## src/rtl/stc_regs.svh

```systemverilog
`ifndef STC_REGS_SVH
`define STC_REGS_SVH

// How it works
// - Each threshold is 16 bits, low byte [7:0] and high byte [15:8], separately written.
// - Each axis X, Y, Z has two operate and two release thresholds, twelve total.
// - Thresholds are two's complement, same coding as measurement words.
// - Any threshold value is accepted; range and scale follow the measurement setting.
// - Writing 1 to bit 0 at index 30h resets every register.
// - The soft reset bit clears itself once the soft reset is done.
// - After reset the two-wire bus is enabled; lock register reads zero.
// - Writing 00011011 to the lock register disables the two-wire bus.
// - While disabled, writes of any other lock value are ignored.
// - Reset or eight consecutive start conditions re-enable the two-wire bus.

// ----------------------------------------------------------------
// Register indices (byte address is four times the index)
// ----------------------------------------------------------------
`define STC_IDX_SOFTWARE_RESET_CONTROL      8'h30
`define STC_IDX_LOCK      8'h31
`define STC_IDX_TEST_A    8'h40
`define STC_IDX_TEST_B    8'h41
`define STC_IDX_THR_BASE  8'h10
`define STC_IDX_THR_LAST  8'h27

// ----------------------------------------------------------------
// Fields, reset values and counts
// ----------------------------------------------------------------
`define STC_THR_COUNT     12
`define STC_SOFTWARE_RESET_CONTROL_BIT      0
`define STC_SOFTWARE_RESET_CONTROL_RST      1'b0
`define STC_LOCK_RST      8'h00
`define STC_LOCK_KEY      8'h1B
`define STC_THR_RST       16'h0000
`define STC_START_RUN     4'h8

`endif

```

## src/rtl/stc_pkg.sv

```systemverilog
package stc_pkg;

    // ------------------------------------------------------------
    // Types
    // ------------------------------------------------------------
    typedef logic signed [15:0] stc_thr_t;

    typedef enum logic [2:0]
    {
        STC_SEL_NONE = 3'b000,
        STC_SEL_THR  = 3'b001,
        STC_SEL_SOFTWARE_RESET_CONTROL = 3'b010,
        STC_SEL_LOCK = 3'b011,
        STC_SEL_TEST = 3'b100
    } stc_sel_e;

endpackage

```

## src/rtl/stc_switch_regs.sv

```systemverilog
`include "stc_regs.svh"

module stc_switch_regs
#(
    parameter int          ADDR_W    = 12,
    parameter logic [3:0]  START_RUN = `STC_START_RUN
)
(
    input  wire logic                         clk,
    input  wire logic                         rst,
    input  wire logic                         psel,
    input  wire logic                         penable,
    input  wire logic                         pwrite,
    input  wire logic [ADDR_W-1:0]            paddr,
    input  wire logic [31:0]                  pwdata,
    input  wire logic [3:0]                   pstrb,
    output logic [31:0]                       prdata,
    output logic                              pready,
    output logic                              pslverr,
    input  wire logic                         busStart,
    input  wire logic                         busOther,
    output logic                              busEnable,
    output logic                              softResetBusy,
    output logic [`STC_THR_COUNT*16-1:0]      thrLevels
);

    // ------------------------------------------------------------
    // State
    // ------------------------------------------------------------
    stc_pkg::stc_thr_t  thr_r [`STC_THR_COUNT];
    logic               software_reset_control_r;
    logic [7:0]         lock_r;
    logic [3:0]         startCnt_r;
    logic [31:0]        prdata_r;

    // ------------------------------------------------------------
    // Address decode
    // ------------------------------------------------------------
    wire logic         aligned;
    wire logic         upperZero;
    wire logic [7:0]   idx;
    wire logic         inThr;
    wire logic [7:0]   thrOff;
    wire logic [3:0]   thrNum;
    wire logic         thrHi;
    stc_pkg::stc_sel_e sel;
    wire logic         mapped;

    assign aligned   = (paddr[1:0] == 2'h0);
    assign upperZero = (paddr[ADDR_W-1:10] == '0);
    assign idx       = paddr[9:2];
    assign inThr     = (idx >= `STC_IDX_THR_BASE)
                    && (idx <= `STC_IDX_THR_LAST);
    assign thrOff    = idx - `STC_IDX_THR_BASE;
    assign thrNum    = inThr ? thrOff[4:1] : 4'h0;
    assign thrHi     = thrOff[0];

    assign sel = !(aligned && upperZero)   ? stc_pkg::STC_SEL_NONE :
                 inThr                     ? stc_pkg::STC_SEL_THR  :
                 (idx == `STC_IDX_SOFTWARE_RESET_CONTROL)    ? stc_pkg::STC_SEL_SOFTWARE_RESET_CONTROL :
                 (idx == `STC_IDX_LOCK)    ? stc_pkg::STC_SEL_LOCK :
                 (idx == `STC_IDX_TEST_A)  ? stc_pkg::STC_SEL_TEST :
                 (idx == `STC_IDX_TEST_B)  ? stc_pkg::STC_SEL_TEST :
                                             stc_pkg::STC_SEL_NONE;

    assign mapped = (sel != stc_pkg::STC_SEL_NONE);

    // ------------------------------------------------------------
    // Bus phases
    // ------------------------------------------------------------
    wire logic         setup;
    wire logic         access;
    wire logic         wrOk;
    wire logic [7:0]   wrByte;
    wire logic         wrThr;
    wire logic         wrSrst;
    wire logic         wrLock;
    wire logic         clearAll;

    assign setup    = psel && !penable;
    assign access   = psel && penable;
    assign wrOk     = access && pwrite && mapped && pstrb[0];
    assign wrByte   = pwdata[7:0];
    assign wrThr    = wrOk && (sel == stc_pkg::STC_SEL_THR);
    assign wrSrst   = wrOk && (sel == stc_pkg::STC_SEL_SOFTWARE_RESET_CONTROL);
    assign wrLock   = wrOk && (sel == stc_pkg::STC_SEL_LOCK);
    // Test words: writes are dropped and reads give zero
    assign clearAll = rst || software_reset_control_r;

    assign pready  = 1'b1;
    assign pslverr = access && !mapped;
    assign prdata  = prdata_r;

    // ------------------------------------------------------------
    // Threshold storage
    // ------------------------------------------------------------
    wire logic [15:0]  curThr;
    wire logic [7:0]   curLo;
    wire logic [7:0]   curHi;
    wire logic         thrAnySet;
    logic [`STC_THR_COUNT-1:0] thrNz;

    assign curThr = thr_r[thrNum];
    assign curLo  = curThr[7:0];
    assign curHi  = curThr[15:8];

    genvar g;
    generate
        for (g = 0; g < `STC_THR_COUNT; g++)
        begin : gThr
            wire logic hit;
            assign hit = wrThr && (thrNum == 4'(g));

            always_ff @(posedge clk)
            begin
                if (clearAll)
                    thr_r[g] <= `STC_THR_RST;
                else if (hit && thrHi)
                    thr_r[g][15:8] <= wrByte;
                else if (hit)
                    thr_r[g][7:0] <= wrByte;
            end

            // Raw two's complement; no clamp or scale applied
            assign thrLevels[g*16 +: 16] = thr_r[g];
            assign thrNz[g] = (thr_r[g] != `STC_THR_RST);
        end
    endgenerate
    // Order per axis X, Y, Z: operate 1, release 1, operate 2, release 2

    assign thrAnySet = |thrNz;

    // ------------------------------------------------------------
    // Soft reset
    // ------------------------------------------------------------
    always_ff @(posedge clk)
    begin
        if (clearAll)
            software_reset_control_r <= `STC_SOFTWARE_RESET_CONTROL_RST;
        else if (wrSrst && wrByte[`STC_SOFTWARE_RESET_CONTROL_BIT])
            software_reset_control_r <= 1'b1;
    end

    assign softResetBusy = software_reset_control_r;

    // ------------------------------------------------------------
    // Two-wire bus lock
    // ------------------------------------------------------------
    wire logic         busDisabled;
    wire logic         recover;
    wire logic [3:0]   startCnt_nxt;

    assign busDisabled  = (lock_r == `STC_LOCK_KEY);
    assign busEnable    = !busDisabled;
    assign recover      = busDisabled && busStart
                       && (startCnt_r == START_RUN - 4'h1);
    assign startCnt_nxt = !busDisabled ? 4'h0 :
                          busOther     ? 4'h0 :
                          recover      ? 4'h0 :
                          busStart     ? startCnt_r + 4'h1 :
                                         startCnt_r;

    always_ff @(posedge clk)
    begin
        if (clearAll)
            lock_r <= `STC_LOCK_RST;
        else if (recover)
            lock_r <= `STC_LOCK_RST;
        else if (wrLock && !busDisabled)
            lock_r <= wrByte;
    end

    always_ff @(posedge clk)
    begin
        if (clearAll)
            startCnt_r <= 4'h0;
        else
            startCnt_r <= startCnt_nxt;
    end

    // ------------------------------------------------------------
    // Read data
    // ------------------------------------------------------------
    logic [7:0] rdByte;

    always_comb
    begin
        rdByte = 8'h00;
        case (sel)
            stc_pkg::STC_SEL_THR:  rdByte = thrHi ? curHi : curLo;
            stc_pkg::STC_SEL_SOFTWARE_RESET_CONTROL: rdByte = {7'h00, software_reset_control_r};
            stc_pkg::STC_SEL_LOCK: rdByte = lock_r;
            stc_pkg::STC_SEL_TEST: rdByte = 8'h00;
            default:               rdByte = 8'h00;
        endcase
    end

    always_ff @(posedge clk)
    begin
        if (rst)
            prdata_r <= 32'h0000_0000;
        else if (setup && !pwrite)
            prdata_r <= {24'h00_0000, rdByte};
    end
endmodule

```

## config.mk

```make
export PLATFORM = sky130hd
export DESIGN_NAME = stc_switch_regs
export DESIGN_NICKNAME = d
export VERILOG_FILES = /design/src/rtl/stc_pkg.sv /design/src/rtl/stc_switch_regs.sv
export VERILOG_INCLUDE_DIRS = /design/src /design/src/rtl
export SDC_FILE = /design/constraint.sdc
export NUM_CORES = 1
export LEC_CHECK = 0
export ABC_AREA = 1
export BUFFER_PORTS_ARGS = -buffer_cell sky130_fd_sc_hd__clkbuf_2
export CAP_MARGIN = 20
export CORE_MARGIN = 2
export CORE_UTILIZATION = 49
export DETAILED_ROUTE_END_ITERATION = 6
export GPL_TIMING_DRIVEN = 0
export PLACE_DENSITY = 0.78
export SLEW_MARGIN = 20
export SYNTH_ARGS = -nofsm -noshare
export SYNTH_HDL_FRONTEND = slang
export SYNTH_SLANG_ARGS = --single-unit
```

## constraint.sdc

```tcl
create_clock -name clk -period 1.86 [get_ports clk]
set_input_delay 0.093 -clock clk [delete_from_list [all_inputs] [get_ports clk]]
set_output_delay 0.093 -clock clk [all_outputs]
set_load 0.03 [all_outputs]
```

=== After elaboration in Yosys (flattened, before gate mapping) ===
Memories as Yosys holds them, arrays and structs flattened.
Index checks and enable logic that the tools add are counted.

* Eq/ne operators: 20
* Reduce and logical (&&, ||, !) cells: 51
* Add/sub/neg operators: 2
* $lt $le $gt $ge: 2
* Bitwise operators: 25
* Mux-type cells: 119

{| class="wikitable"
|+ Operators by type and width
! cell !! number
|-
| $mux W8 || 25
|-
| $mux W1 || 86
|-
| $logic_and A1 B1 Y1 || 40
|-
| $or A1 B1 Y1 || 24
|-
| $pmux W8 S3 || 1
|-
| $eq A4 B3 Y1 const B || 5
|-
| $mux W3 || 6
|-
| $eq A4 B4 Y1 const B || 4
|-
| $eq A8 B6 Y1 const B || 2
|-
| $eq A8 B7 Y1 const B || 2
|-
| $eq A4 B2 Y1 const B || 2
|-
| $eq A8 B5 Y1 const B || 1
|-
| $ge A8 B5 Y1 const B || 1
|-
| $le A8 B6 Y1 const B || 1
|-
| $eq A3 B2 Y1 const B || 2
|-
| $sub A5 B5 Y5 const B || 1
|-
| $add A4 B1 Y4 const B || 1
|-
| $eq A4 B1 Y1 const B || 1
|-
| $logic_not A1 Y1 || 4
|-
| $logic_not A2 Y1 || 2
|-
| $logic_not A4 Y1 || 1
|-
| $mux W4 || 1
|-
| $reduce_or A4 Y1 || 1
|-
| $eq A3 B1 Y1 const B || 1
|-
| other kinds (4) || 4
|}

* Logic and storage cells: 224
* Memories: 1
* Flip-flop bits (word level): 21
* Memory bits (writable): 192

{| class="wikitable"
|+ Memories
! name !! words !! bits a word !! rd ports !! clocked after Yosys merged registers in !! wr ports !! RTL line !! text
|-
| thr_r || 12 || 16 || 13 || 0 || 12 || stc_switch_regs.sv:30 || <nowiki>stc_pkg::stc_thr_t thr_r [`STC_THR_COUNT];</nowiki>
|}

=== Longest topological paths before layout ===
Gate-level depths: netlist of the first run.

* Depth in word-level cells: 17
* Mapped depth: 19
* Depth with buffers taken out: 18

=== Worst setup path before layout of the first run ===
Ideal clock, no wire load.

* Path type: input-to-reg
* From: input paddr[9]
* To: memory thr_r[0][10] (netlist name) (enable)
* Setup slack: -0.113 ns
* Arrival: 1.644 ns
* Library setup time: 0.329 ns
* Stages: 14
* Path through: nor2_4 > nand3_2 > inv_2 > nand3_2 > a21oi_2 > nor2_1 > nand2_1 > nand2_1 > inv_2 > nand2_4 > buf_6 > nor3_4 > nand2_1 > nand2_1

{| class="wikitable"
|+ RTL lines
! item !! RTL line !! text
|-
| start: declaration || stc_switch_regs.sv:14 || <nowiki>input wire logic [ADDR_W-1:0] paddr,</nowiki>
|-
| end: declaration || stc_switch_regs.sv:30 ||
|}

==> results of run 1 <==
==> routing by layer <==
layer | wire length, um | GRT usage, % | up-vias
met3 | 5030 | 6.39 | 123
met1 | 16400 | 47.6 | 5165
met4 | 1830 | 12.7 | 0
li1 | - | - | 4941
met2 | 19600 | 54.8 | 785
met5 | 0 | 0 | -
==> stage by stage <==
step	utilization, %	TNS, ns	power (mW)
2_1_floorplan	-	-3.93	6.75
3_3_place_gp	56.8	-260.72	7.37
3_5_place_dp	56.8	-280.64	7.38
4_1_cts	61.7	-0.144	11.8
5_1_grt	64.0	-15.92	12.2
6_report	64.0	-0.00140	11.9
==> critical path, stage by stage <==
cell and delay (ns):
clkbuf_2 0.09, nor2_1 0.17, nand2_1 0.16, nor4_2 0.25, nand2_1 0.16, nand2_1 0.12
nand2_2 0.08, inv_4 0.08, nand2_8 0.09, buf_12 0.16, nor3_4 0.26, buf_4 0.17
nand2_2 0.05, nand2_4 0.13
==> timing repair <==
action,in CTS,in global routing
cloned,0,1
setup buffers,6,25
pin swaps,2,11
hold endpoints to repair,21,6
resized for setup,63,114
endpoints found under the setup margin,377,382
==> cells by family after synthesis <==
logic type	count (synthesis)	share of synthesized area (%)
AO/OA/AOI/OAI	64	2.97
XOR/XNOR	2	0.157
adder cells (fa/ha/maj)	1	0.112
buffers and inverters	276	10.3
flip-flops	213	55.5
multiplexers	1	0.0898
other	2	0.0674
AND/OR/NAND/NOR	816	30.8
==> worst max-delay path by stage <==
stage / end / slack (ns) / cells past startpoint
finish: thr_r[0][4] / -0.0005 / 14
detailed placement: thr_r[7][5] / -0.96 / 7
global placement: prdata[7] / -0.98 / 15
floorplan: thr_r[1][0] / -0.04 / 14
global route: thr_r[10][13] / -0.17 / 14
CTS: thr_r[3][5] / -0.01 / 4
==> area by class of cell <==
cell class	instances	area, sq um
buffer	88	563
sequential	213	6190
multi-input combinational	909	4290
inverter	188	724
tap	285	357
timing repair buffer	277	1590
clock inverter	13	113
fill	1971	8090
clock buffer	28	594
==> layout by cell type (no fill, tap or decap), drive strengths merged <==
master	n
nor3b	1
o211ai	1
nand3	39
nand3b	2
o31ai	1
dlygate4sd3	16
clkinv	10
nor3	14
xor2	1
nand4	38
xnor2	1
inv	188
buf	74
ha	1
conb	25
a21oi	33
clkinvlp	1
bufinv	2
nor2	240
dfxtp	21
o21ai	28
mux2i	1
clkbuf	303
nor4	4
a22oi	1
edfxtp	192
nand2	478
==> power by group through the flow <==
stage / Sequential (mW) / Clock (mW) / Combinational [mW]
finish: 5.60 / 4.45 / 1.86
CTS: 5.59 / 4.44 / 1.76
global placement: 5.69 / 0 / 1.68
floorplan: 6.08 / 0 / 0.670
detailed placement: 5.69 / 0 / 1.69
global route: 5.61 / 4.63 / 1.96
==> flip-flops by register name, summed over array words and instances, names as in the netlist <==
register,cells
softResetBusy,1
startCnt_r,4
lock_r,8
prdata,8
thr_r,192
==> synthesized netlist by cell type, drive strengths merged, types with 2 or more instances <==
| master | count |
|---|---|
| a21oi | 33 |
| nand2 | 478 |
| nor2 | 240 |
| inv | 187 |
| nand3 | 39 |
| edfxtp | 192 |
| o21ai | 28 |
| clkbuf | 42 |
| dfxtp | 21 |
| nor4 | 4 |
| nor3 | 14 |
| nand3b | 2 |
| conb | 2 |
| buf | 46 |
| nand4 | 38 |
==> results by group, run 1 <==
Power
  – Switching share of power: 29.3%
  – Clock power share: 37.4%
  – Power Dens Cells: 827 nW/um^2
  – Seq pwr share: 47.0%
  – IR Drop Worst-Case VDD: 0.740 mV
  – Leakage: 7.02 nW
  – Internal: 8.43 mW
  – Psw: 3.49 mW
  – Combinational fraction of design power: 15.6%

Synthesis
  – Top cell type's share of synthesized area: 51.7%
  – Unique cell type count in the Yosys netlist: 37
  – Area leader, netlist: edfxtp_1
  – Syn Inst Count: 1375
  – Seq cells post-synth: 213
  – Ys flop type: edfxtp_1
  – Post-Syn Area: 11100 sq um
  – Async set-reset flop share out of synthesis: 0%
  – Syn Area/Cell: 8.11 sq um
  – EDFF count, synth: 192
  – Synth warn: 0
  – Synth top area cells: edfxtp_1 52%, nand2_1 16%, nor2_1 7.9%
  – Sequential share of the synthesized area: 55.5%

Place
  – Detailed placement HPWL: 31.2 mm
  – GPL Wtd Cong: 0.999
  – Placed Area: 12800 sq um
  – Placed cells: 1912
  – Input/output buffers: 228
  – Worst slack at placement: -0.958 ns

Min path
  – Worst min path class: in -> reg
  – Hold path cells: 4
  – WHS Endpoint: prdata[3]
  – Min-delay src: penable

Global routing
  – Global-route wire length before repair: 61.1 mm
  – GRT Util Overall: 34.5%
  – Largest net degree at the start of global routing: 14
  – Grt total ovfl: 0
  – Vias in the first global route: 9939
  – Initial antenna violation count: 0

Clocking
  – TritonCTS clock tree: built
  – CTS Hold Bufs: 16
  – Clk buf depth: 3
  – Root Buffer: clkbuf_16
  – Worst skew pair latency: 0.53 ns
  – Num CTS Buffers: 23
  – Clock-pin slew on the worst setup and hold paths: 0.06 ns
  – H-tree level count: 1
  – Clock sinks: 213

Setup path
  – Worst EP required: 2.09 ns
  – Reg2Reg Setup Slack: 0.08 ns
  – CP max FO: 8
  – Crit path launch: paddr[10]
  – Arrival time of the worst setup path: 2.09 ns
  – Crit path launch type: input port
  – WS Path Type: in -> reg
  – FF-to-FF path depth: 4
  – Worst r2r src: softResetBusy
  – CP endpoint kind: register
  – Crit Reg-Reg Endpoint: thr_r[7][6]

Final layout
  – Final nets: 1756
  – Synth-to-Final Area Change: 29.3%
  – Non-Filler Instances: 2001
  – N_diodes: 0
  – Share of layout cells above drive strength 1: 26.6%
  – Cell area after layout: 14400 sq um

Timing
  – Fin. Hold Viols: 6
  – Setup ws final: -0.000547 ns
  – Max-slew violation total from the final report: 0
  – Hold_ws: -0.0610 ns
  – Worst Skew: 0.00925 ns
  – Max-slew headroom: 40.5%
  – Least-Margin Pin Slew: 0.892 ns
  – Highest Clock Rate: 0.537 GHz
  – RSZ-0062 raised after global routing: yes
  – Tmin final: 1.86 ns
  – Final period util: 100%
  – Endpoints failing setup: 3

Routing
  – Via count of the routed design: 11000
  – Drt drc: 1
  – Detailed Route WL: 42.8 mm
  – Initial drt markers: 1327
  – Detail Route Antenna Nets: 0
  – Via density: 5.50
  – WL/cell: 21.4 um
  – Drt first pass iters: 7

Die
  – Ports: 283
  – Row count: 55
  – Initial core utilization: 49.5%
  – DIE AREA: 24000 sq um
  – Die X-Extent: 155 um
  – CORE AREA: 22500 sq um
  – Die Y: 155 um

Outcome
  – Failing checks: design-rule violations, negative hold slack, negative setup slack
  – Status: finished, violations left

Job
  – Max_cap viols: 0
No activity file was read; power rests on OpenSTA's default activity.
==> run 2, diff against run 1 <==
==> constraint.sdc (replaced) <==
create_clock -name clk -period 1.86 [get_ports clk]
set_input_delay 0 -clock clk [delete_from_list [all_inputs] [get_ports clk]]
set_output_delay 0 -clock clk [all_outputs]
set_load 0.03 [all_outputs]
==> results by group, run 2 (synthesis results as in run 1) <==
Clocking
  – H-tree level count: 1 (unchanged)
  – Root Buffer: clkbuf_16
  – Clock-pin slew on the worst setup and hold paths: 0.06 ns (about the same)
  – Clk buf depth: 3 (unchanged)
  – Num CTS Buffers: 23 (unchanged)
  – Clock sinks: 213 (unchanged)
  – TritonCTS clock tree: built
  – Worst skew pair latency: 0.52 ns (about the same)

Setup path
  – Crit path launch type: register
  – WS Path Type: reg -> reg
  – Most used cell, CP: clkbuf_4
  – CP max FO: 10 (+2)
  – Slowest CP cell: clkbuf_4
  – Crit path launch: softResetBusy
  – Max incr delay on CP: 0.35 ns (+0.09 ns)
  – CP endpoint kind: register
  – Worst EP required: 2.09 ns (about the same)
  – Critical path, cell by cell: nor2_2, clkbuf_4, clkbuf_4, nand2_2
  – Worst r2r src: softResetBusy
  – Arrival time of the worst setup path: 2.09 ns (about the same)

Outcome
  – Status: finished, violations left
  – Failing checks: negative setup slack

Die
  – CORE AREA: 22500 sq um (unchanged)
  – Initial core utilization: 49.5% (unchanged)
  – Row count: 55 (unchanged)
  – Die Y: 155 um (unchanged)
  – Die X-Extent: 155 um (unchanged)
  – Ports: 283 (unchanged)
  – DIE AREA: 24000 sq um (unchanged)

Timing
  – Setup ws final: -0.000446 ns (+0.000100 ns)
  – Max-slew headroom: 38.5% (-2.0 points)
  – Fin. Hold Viols: 0 (-6)
  – Final period util: 100% (about the same)
  – Setup TNS: -0.000785 ns (+0.000617 ns)
  – Hold_ws: 0.0553 ns (+0.116 ns)
  – Tmin final: 1.86 ns (-0.000100 ns)
  – Worst Skew: 0.0167 ns (+0.00747 ns)
  – Max-slew violation total from the final report: 0 (unchanged)
  – Highest Clock Rate: 0.538 GHz (about the same)
  – Least-Margin Pin Slew: 0.923 ns (+0.0307 ns)
  – Endpoints failing setup: 2 (-1)
  – RSZ-0062 raised after global routing: yes

Place
  – Input/output buffers: 228 (unchanged)
  – GPL Wtd Cong: 0.994 (-0.50%)
  – Detailed placement HPWL: 30.9 mm (-1.1%)
  – Placed Area: 12700 sq um (-0.39%)

Routing
  – WL/cell: 21.2 um (-0.84%)
  – Drt first pass iters: 5 (-2)
  – Detail Route Antenna Nets: 0 (unchanged)
  – Detailed Route WL: 42.0 mm (-1.8%)
  – Drt drc: 0 (-1)
  – Initial drt markers: 1146 (-14%)
  – Via density: 5.47 (-0.58%)
  – Via count of the routed design: 10800 (-1.5%)

Final layout
  – Most common cell after layout, fill and taps aside: nand2_1
  – Largest reg by FF count: thr_r
  – Synth-to-Final Area Change: 27.8%
  – Max FFs per register: 192 (unchanged)
  – Cell area after layout: 14200 sq um (-1.1%)
  – Multi-input gate area: 4210 sq um (-1.7%)
  – Share of layout cells above drive strength 1: 25.5% (-1.1 points)
  – Sequential Area: 6190 sq um (unchanged)
  – Most frequent cells in the layout: 443 x nand2_1, 241 x clkbuf_2, 233 x nor2_1
  – Final nets: 1739 (-0.97%)
  – N_diodes: 0 (unchanged)
  – Fillers: 1956 (-0.76%)

Global routing
  – Grt total ovfl: 0 (unchanged)
  – GRT Util Overall: 34.3% (-0.12 points)
  – Global-route wire length before repair: 60.7 mm (-0.67%)
  – Vias in the first global route: 9905 (-0.34%)
  – Largest net degree at the start of global routing: 15 (+1)
  – Initial antenna violation count: 0 (unchanged)

Power
  – Design Power: 12.4 mW (+4.4%)
  – Power Dens Cells: 873 nW/um^2 (+5.5%)
  – Leakage: 6.92 nW (-1.5%)
  – IR Drop Worst-Case VDD: 0.732 mV (-1.0%)

Job
  – Max_cap viols: 0 (unchanged)

Min path
  – Min-delay src: paddr[3]
  – Worst min path class: in -> reg
run 2: final cells by class:
type,instances,share of cell area [%]
buffer,88,3.66
clock buffer,27,4.14
clock inverter,12,1.48
inverter,188,5.00
multi-input combinational,909,29.6
sequential,213,43.4
tap,285,2.50
timing repair buffer,260,10.2
run 2: where the power goes:
group	switching (mW)	total [mW]	internal (mW)
Sequential	0.173	5.60	5.42
Clock	1.92	5.01	3.09
Combinational	1.38	1.82	0.440
Total	3.48	12.4	8.95
run 2: final timing paths:
kind,endpoint,slack [ns],cells after the start
worst max-delay path,thr_r[6][14],-0.0004,4
worst min-delay path,softResetBusy,0.06,6
worst max register to register,thr_r[6][14],-0.0004,4
worst min register to register,prdata[5],0.46,2
run 2: layer usage:
metal,vias up,wire [um],track usage [%]
met5,-,0,0
li1,4894,-,-
met2,811,19100,54.8
met4,0,1500,11.6
met3,103,5240,5.97
met1,5038,16200,47.9
run 2: metrics by stage:
step           setup WS [ns]  cells  utilization (%)
6_report           -0.000446   1982             63.3
5_1_grt              -0.0796   1982             63.3
4_1_cts              -0.0356   1970             61.4
3_5_place_dp           -1.09   1911             56.6
3_3_place_gp           -1.05   1911             56.6
2_1_floorplan         0.0133   1398                -
run 2: critical path: cells and delay by family, from the launching register on:
kind	cells	cell delay, ns
buffers and inverters	2	0.68
and+or+nand+nor	2	0.54
DFF	1	0.34
run 2: timing repair:
action	CTS	global route
gates resized for setup	39	102
cloned	0	1
endpoints found under the setup margin	376	367
hold buffers	17	0
pin swaps	1	8
setup buffers	3	11
endpoints found under the hold margin	46	0
==> run 3, diff against run 2 <==
==> constraint.sdc (replaced) <==
create_clock -name clk -period 1.86 [get_ports clk]
set_input_delay 0 -clock clk [delete_from_list [all_inputs] [get_ports clk]]
set_output_delay 0 -clock clk [all_outputs]
set_load 0.05 [all_outputs]
==> results by group, run 3 (synthesis results as in run 1) <==
Outcome
  – Status: finished, violations left
  – Failing checks: negative setup slack

Global routing
  – GRT Util Overall: 34.2% (-0.14 points)
  – Initial antenna violation count: 1 (+1)
  – Largest net degree at the start of global routing: 14 (-1)
  – Met2 usage: 54.6% (-0.17 points)
  – Global-route wire length before repair: 60.5 mm (-0.28%)
  – GRT busiest layer: met2
  – Vias in the first global route: 9969 (+0.65%)
  – Grt total ovfl: 0 (unchanged)
  – M3 GR Usage: 6.78% (+0.81 points)
  – GR Util met1: 47.5% (-0.42 points)

Die
  – DIE AREA: 24000 sq um (unchanged)
  – Initial core utilization: 49.5% (unchanged)
  – Row count: 55 (unchanged)
  – Die Y: 155 um (unchanged)
  – CORE AREA: 22500 sq um (unchanged)
  – Die X-Extent: 155 um (unchanged)
  – Ports: 283 (unchanged)

Place
  – Detailed placement HPWL: 30.7 mm (-0.58%)
  – Input/output buffers: 228 (unchanged)
  – Placed Area: 12700 sq um (about the same)
  – Worst slack at placement: -1.10 ns (-0.00461 ns)
  – GPL Wtd Cong: 0.986 (-0.82%)

Routing
  – Via count of the routed design: 10800 (-0.60%)
  – Via density: 5.44 (-0.60%)
  – Initial drt markers: 1315 (+15%)
  – Drt drc: 0 (unchanged)
  – WL/cell: 21.2 um (about the same)
  – Detail Route Antenna Nets: 0 (unchanged)
  – Drt first pass iters: 6 (+1)
  – Detailed Route WL: 42.0 mm (about the same)

Setup path
  – CP max FO: 10 (unchanged)
  – Arrival time of the worst setup path: 2.29 ns (+0.20 ns)
  – Worst EP required: 2.26 ns (+0.17 ns)
  – WS Path Type: in -> reg
  – Reg2Reg Setup Slack: 0.03 ns (+0.03 ns)
  – Crit path launch type: input port
  – CP endpoint kind: register

Final layout
  – Largest reg by FF count: thr_r
  – Sequential Area: 6190 sq um (unchanged)
  – Share of layout cells above drive strength 1: 25.3% (-0.24 points)
  – Synth-to-Final Area Change: 27.2%
  – Final nets: 1735 (-0.23%)
  – Max FFs per register: 192 (unchanged)
  – Most common cell after layout, fill and taps aside: nand2_1
  – Cell area after layout: 14200 sq um (-0.48%)
  – Most frequent cells in the layout: 450 x nand2_1, 243 x clkbuf_2, 231 x nor2_1
  – Multi-input gate area: 4160 sq um (-1.2%)
  – Fillers: 1965 (+0.46%)
  – N_diodes: 0 (unchanged)

Clocking
  – Worst skew pair latency: 0.53 ns (about the same)
  – TritonCTS clock tree: built
  – Clk buf depth: 3 (unchanged)
  – Num CTS Buffers: 24 (+4.3%)
  – H-tree level count: 1 (unchanged)
  – Root Buffer: clkbuf_16
  – Clock sinks: 213 (unchanged)
  – Clock-pin slew on the worst setup and hold paths: 0.06 ns (about the same)

Timing
  – RSZ-0062 raised after global routing: yes
  – Max-slew headroom: 43.0% (+4.5 points)
  – Worst Skew: 0.00988 ns (-0.00683 ns)
  – Least-Margin Pin Slew: 0.855 ns (-0.0681 ns)
  – Hold_ws: 0.0259 ns (-0.0295 ns)
  – Final period util: 102% (+1.5 points)
  – Max-slew violation total from the final report: 0 (unchanged)
  – Highest Clock Rate: 0.529 GHz (-1.5%)
  – Fin. Hold Viols: 0 (unchanged)
  – Setup ws final: -0.0291 ns (-0.0287 ns)
  – Tmin final: 1.89 ns (+0.0287 ns)
  – Endpoints failing setup: 1 (-1)
  – Setup TNS: -0.0291 ns (-0.0283 ns)

Job
  – Max_cap viols: 0 (unchanged)

Power
  – Design Power: 13.0 mW (+4.4%)
  – IR Drop Worst-Case VDD: 0.723 mV (-1.2%)
  – Power Dens Cells: 915 nW/um^2 (+4.9%)
  – Leakage: 6.92 nW (about the same)

Min path
  – Worst min path class: in -> reg
## run 3: area by class of cell
| type | instances | share of cell area [%] |
|---|---|---|
| Multi-Input combinational cell | 909 | 29.3 |
| Clock buffer | 31 | 4.87 |
| Clock inverter | 13 | 1.21 |
| Tap cell | 285 | 2.51 |
| Buffer | 88 | 3.61 |
| Inverter | 188 | 5.00 |
| Sequential cell | 213 | 43.6 |
| Timing Repair Buffer | 255 | 9.83 |
## run 3: what timing repair did
| item | in CTS | in global routing |
|---|---|---|
| pin swaps | 2 | 2 |
| gates resized for setup | 49 | 65 |
| hold endpoints to repair | 45 | 0 |
| setup endpoints to repair | 368 | 375 |
| hold buffers | 15 | 0 |
| buffers inserted | 3 | 9 |
## run 3: worst max-delay path, cell delays in order
cell and delay (ns):
clkbuf_2 0.17, nand2_1 0.19, nand4_4 0.28, clkbuf_1 0.61, nand2_1 0.17, nand2_1 0.13, nand2_1 0.08, nand2_1 0.14
inv_1 0.06, nand2_1 0.05, nand2_1 0.12, nand2_1 0.11, nand2_1 0.05, nand2_1 0.05, a21oi_1 0.06
## run 3: worst paths after layout
kind	start	endpoint	depth (start not counted)
max	paddr[6]	prdata[6]	15
min	penable	prdata[2]	5
max reg2reg	softResetBusy	thr_r[9][11]	4
min reg2reg	prdata[2]	prdata[2]	2
## run 3: metrics by stage
| stage | util [%] | std cells |
|---|---|---|
| after CTS | 61.7 | 1973 |
| after detailed placement | 56.6 | 1911 |
| after global placement | 56.6 | 1911 |
| after floorplan | - | 1398 |
| final | 63.0 | 1982 |
| after global routing | 63.0 | 1982 |
## run 3: where the power goes
part | switching, mW | leakage, nW | total (mW) | internal, mW
clock network | 2.02 | 0.426 | 5.19 | 3.18
logic | 1.75 | 4.51 | 2.19 | 0.434
registers | 0.174 | 1.99 | 5.60 | 5.42
## run 3: per-layer routing
metal | part of all wire (%) | routed length, um
met4 | 3.3 | 1400
met5 | 0.031 | 13
met1 | 39 | 16300
met3 | 12 | 5160
met2 | 46 | 19100
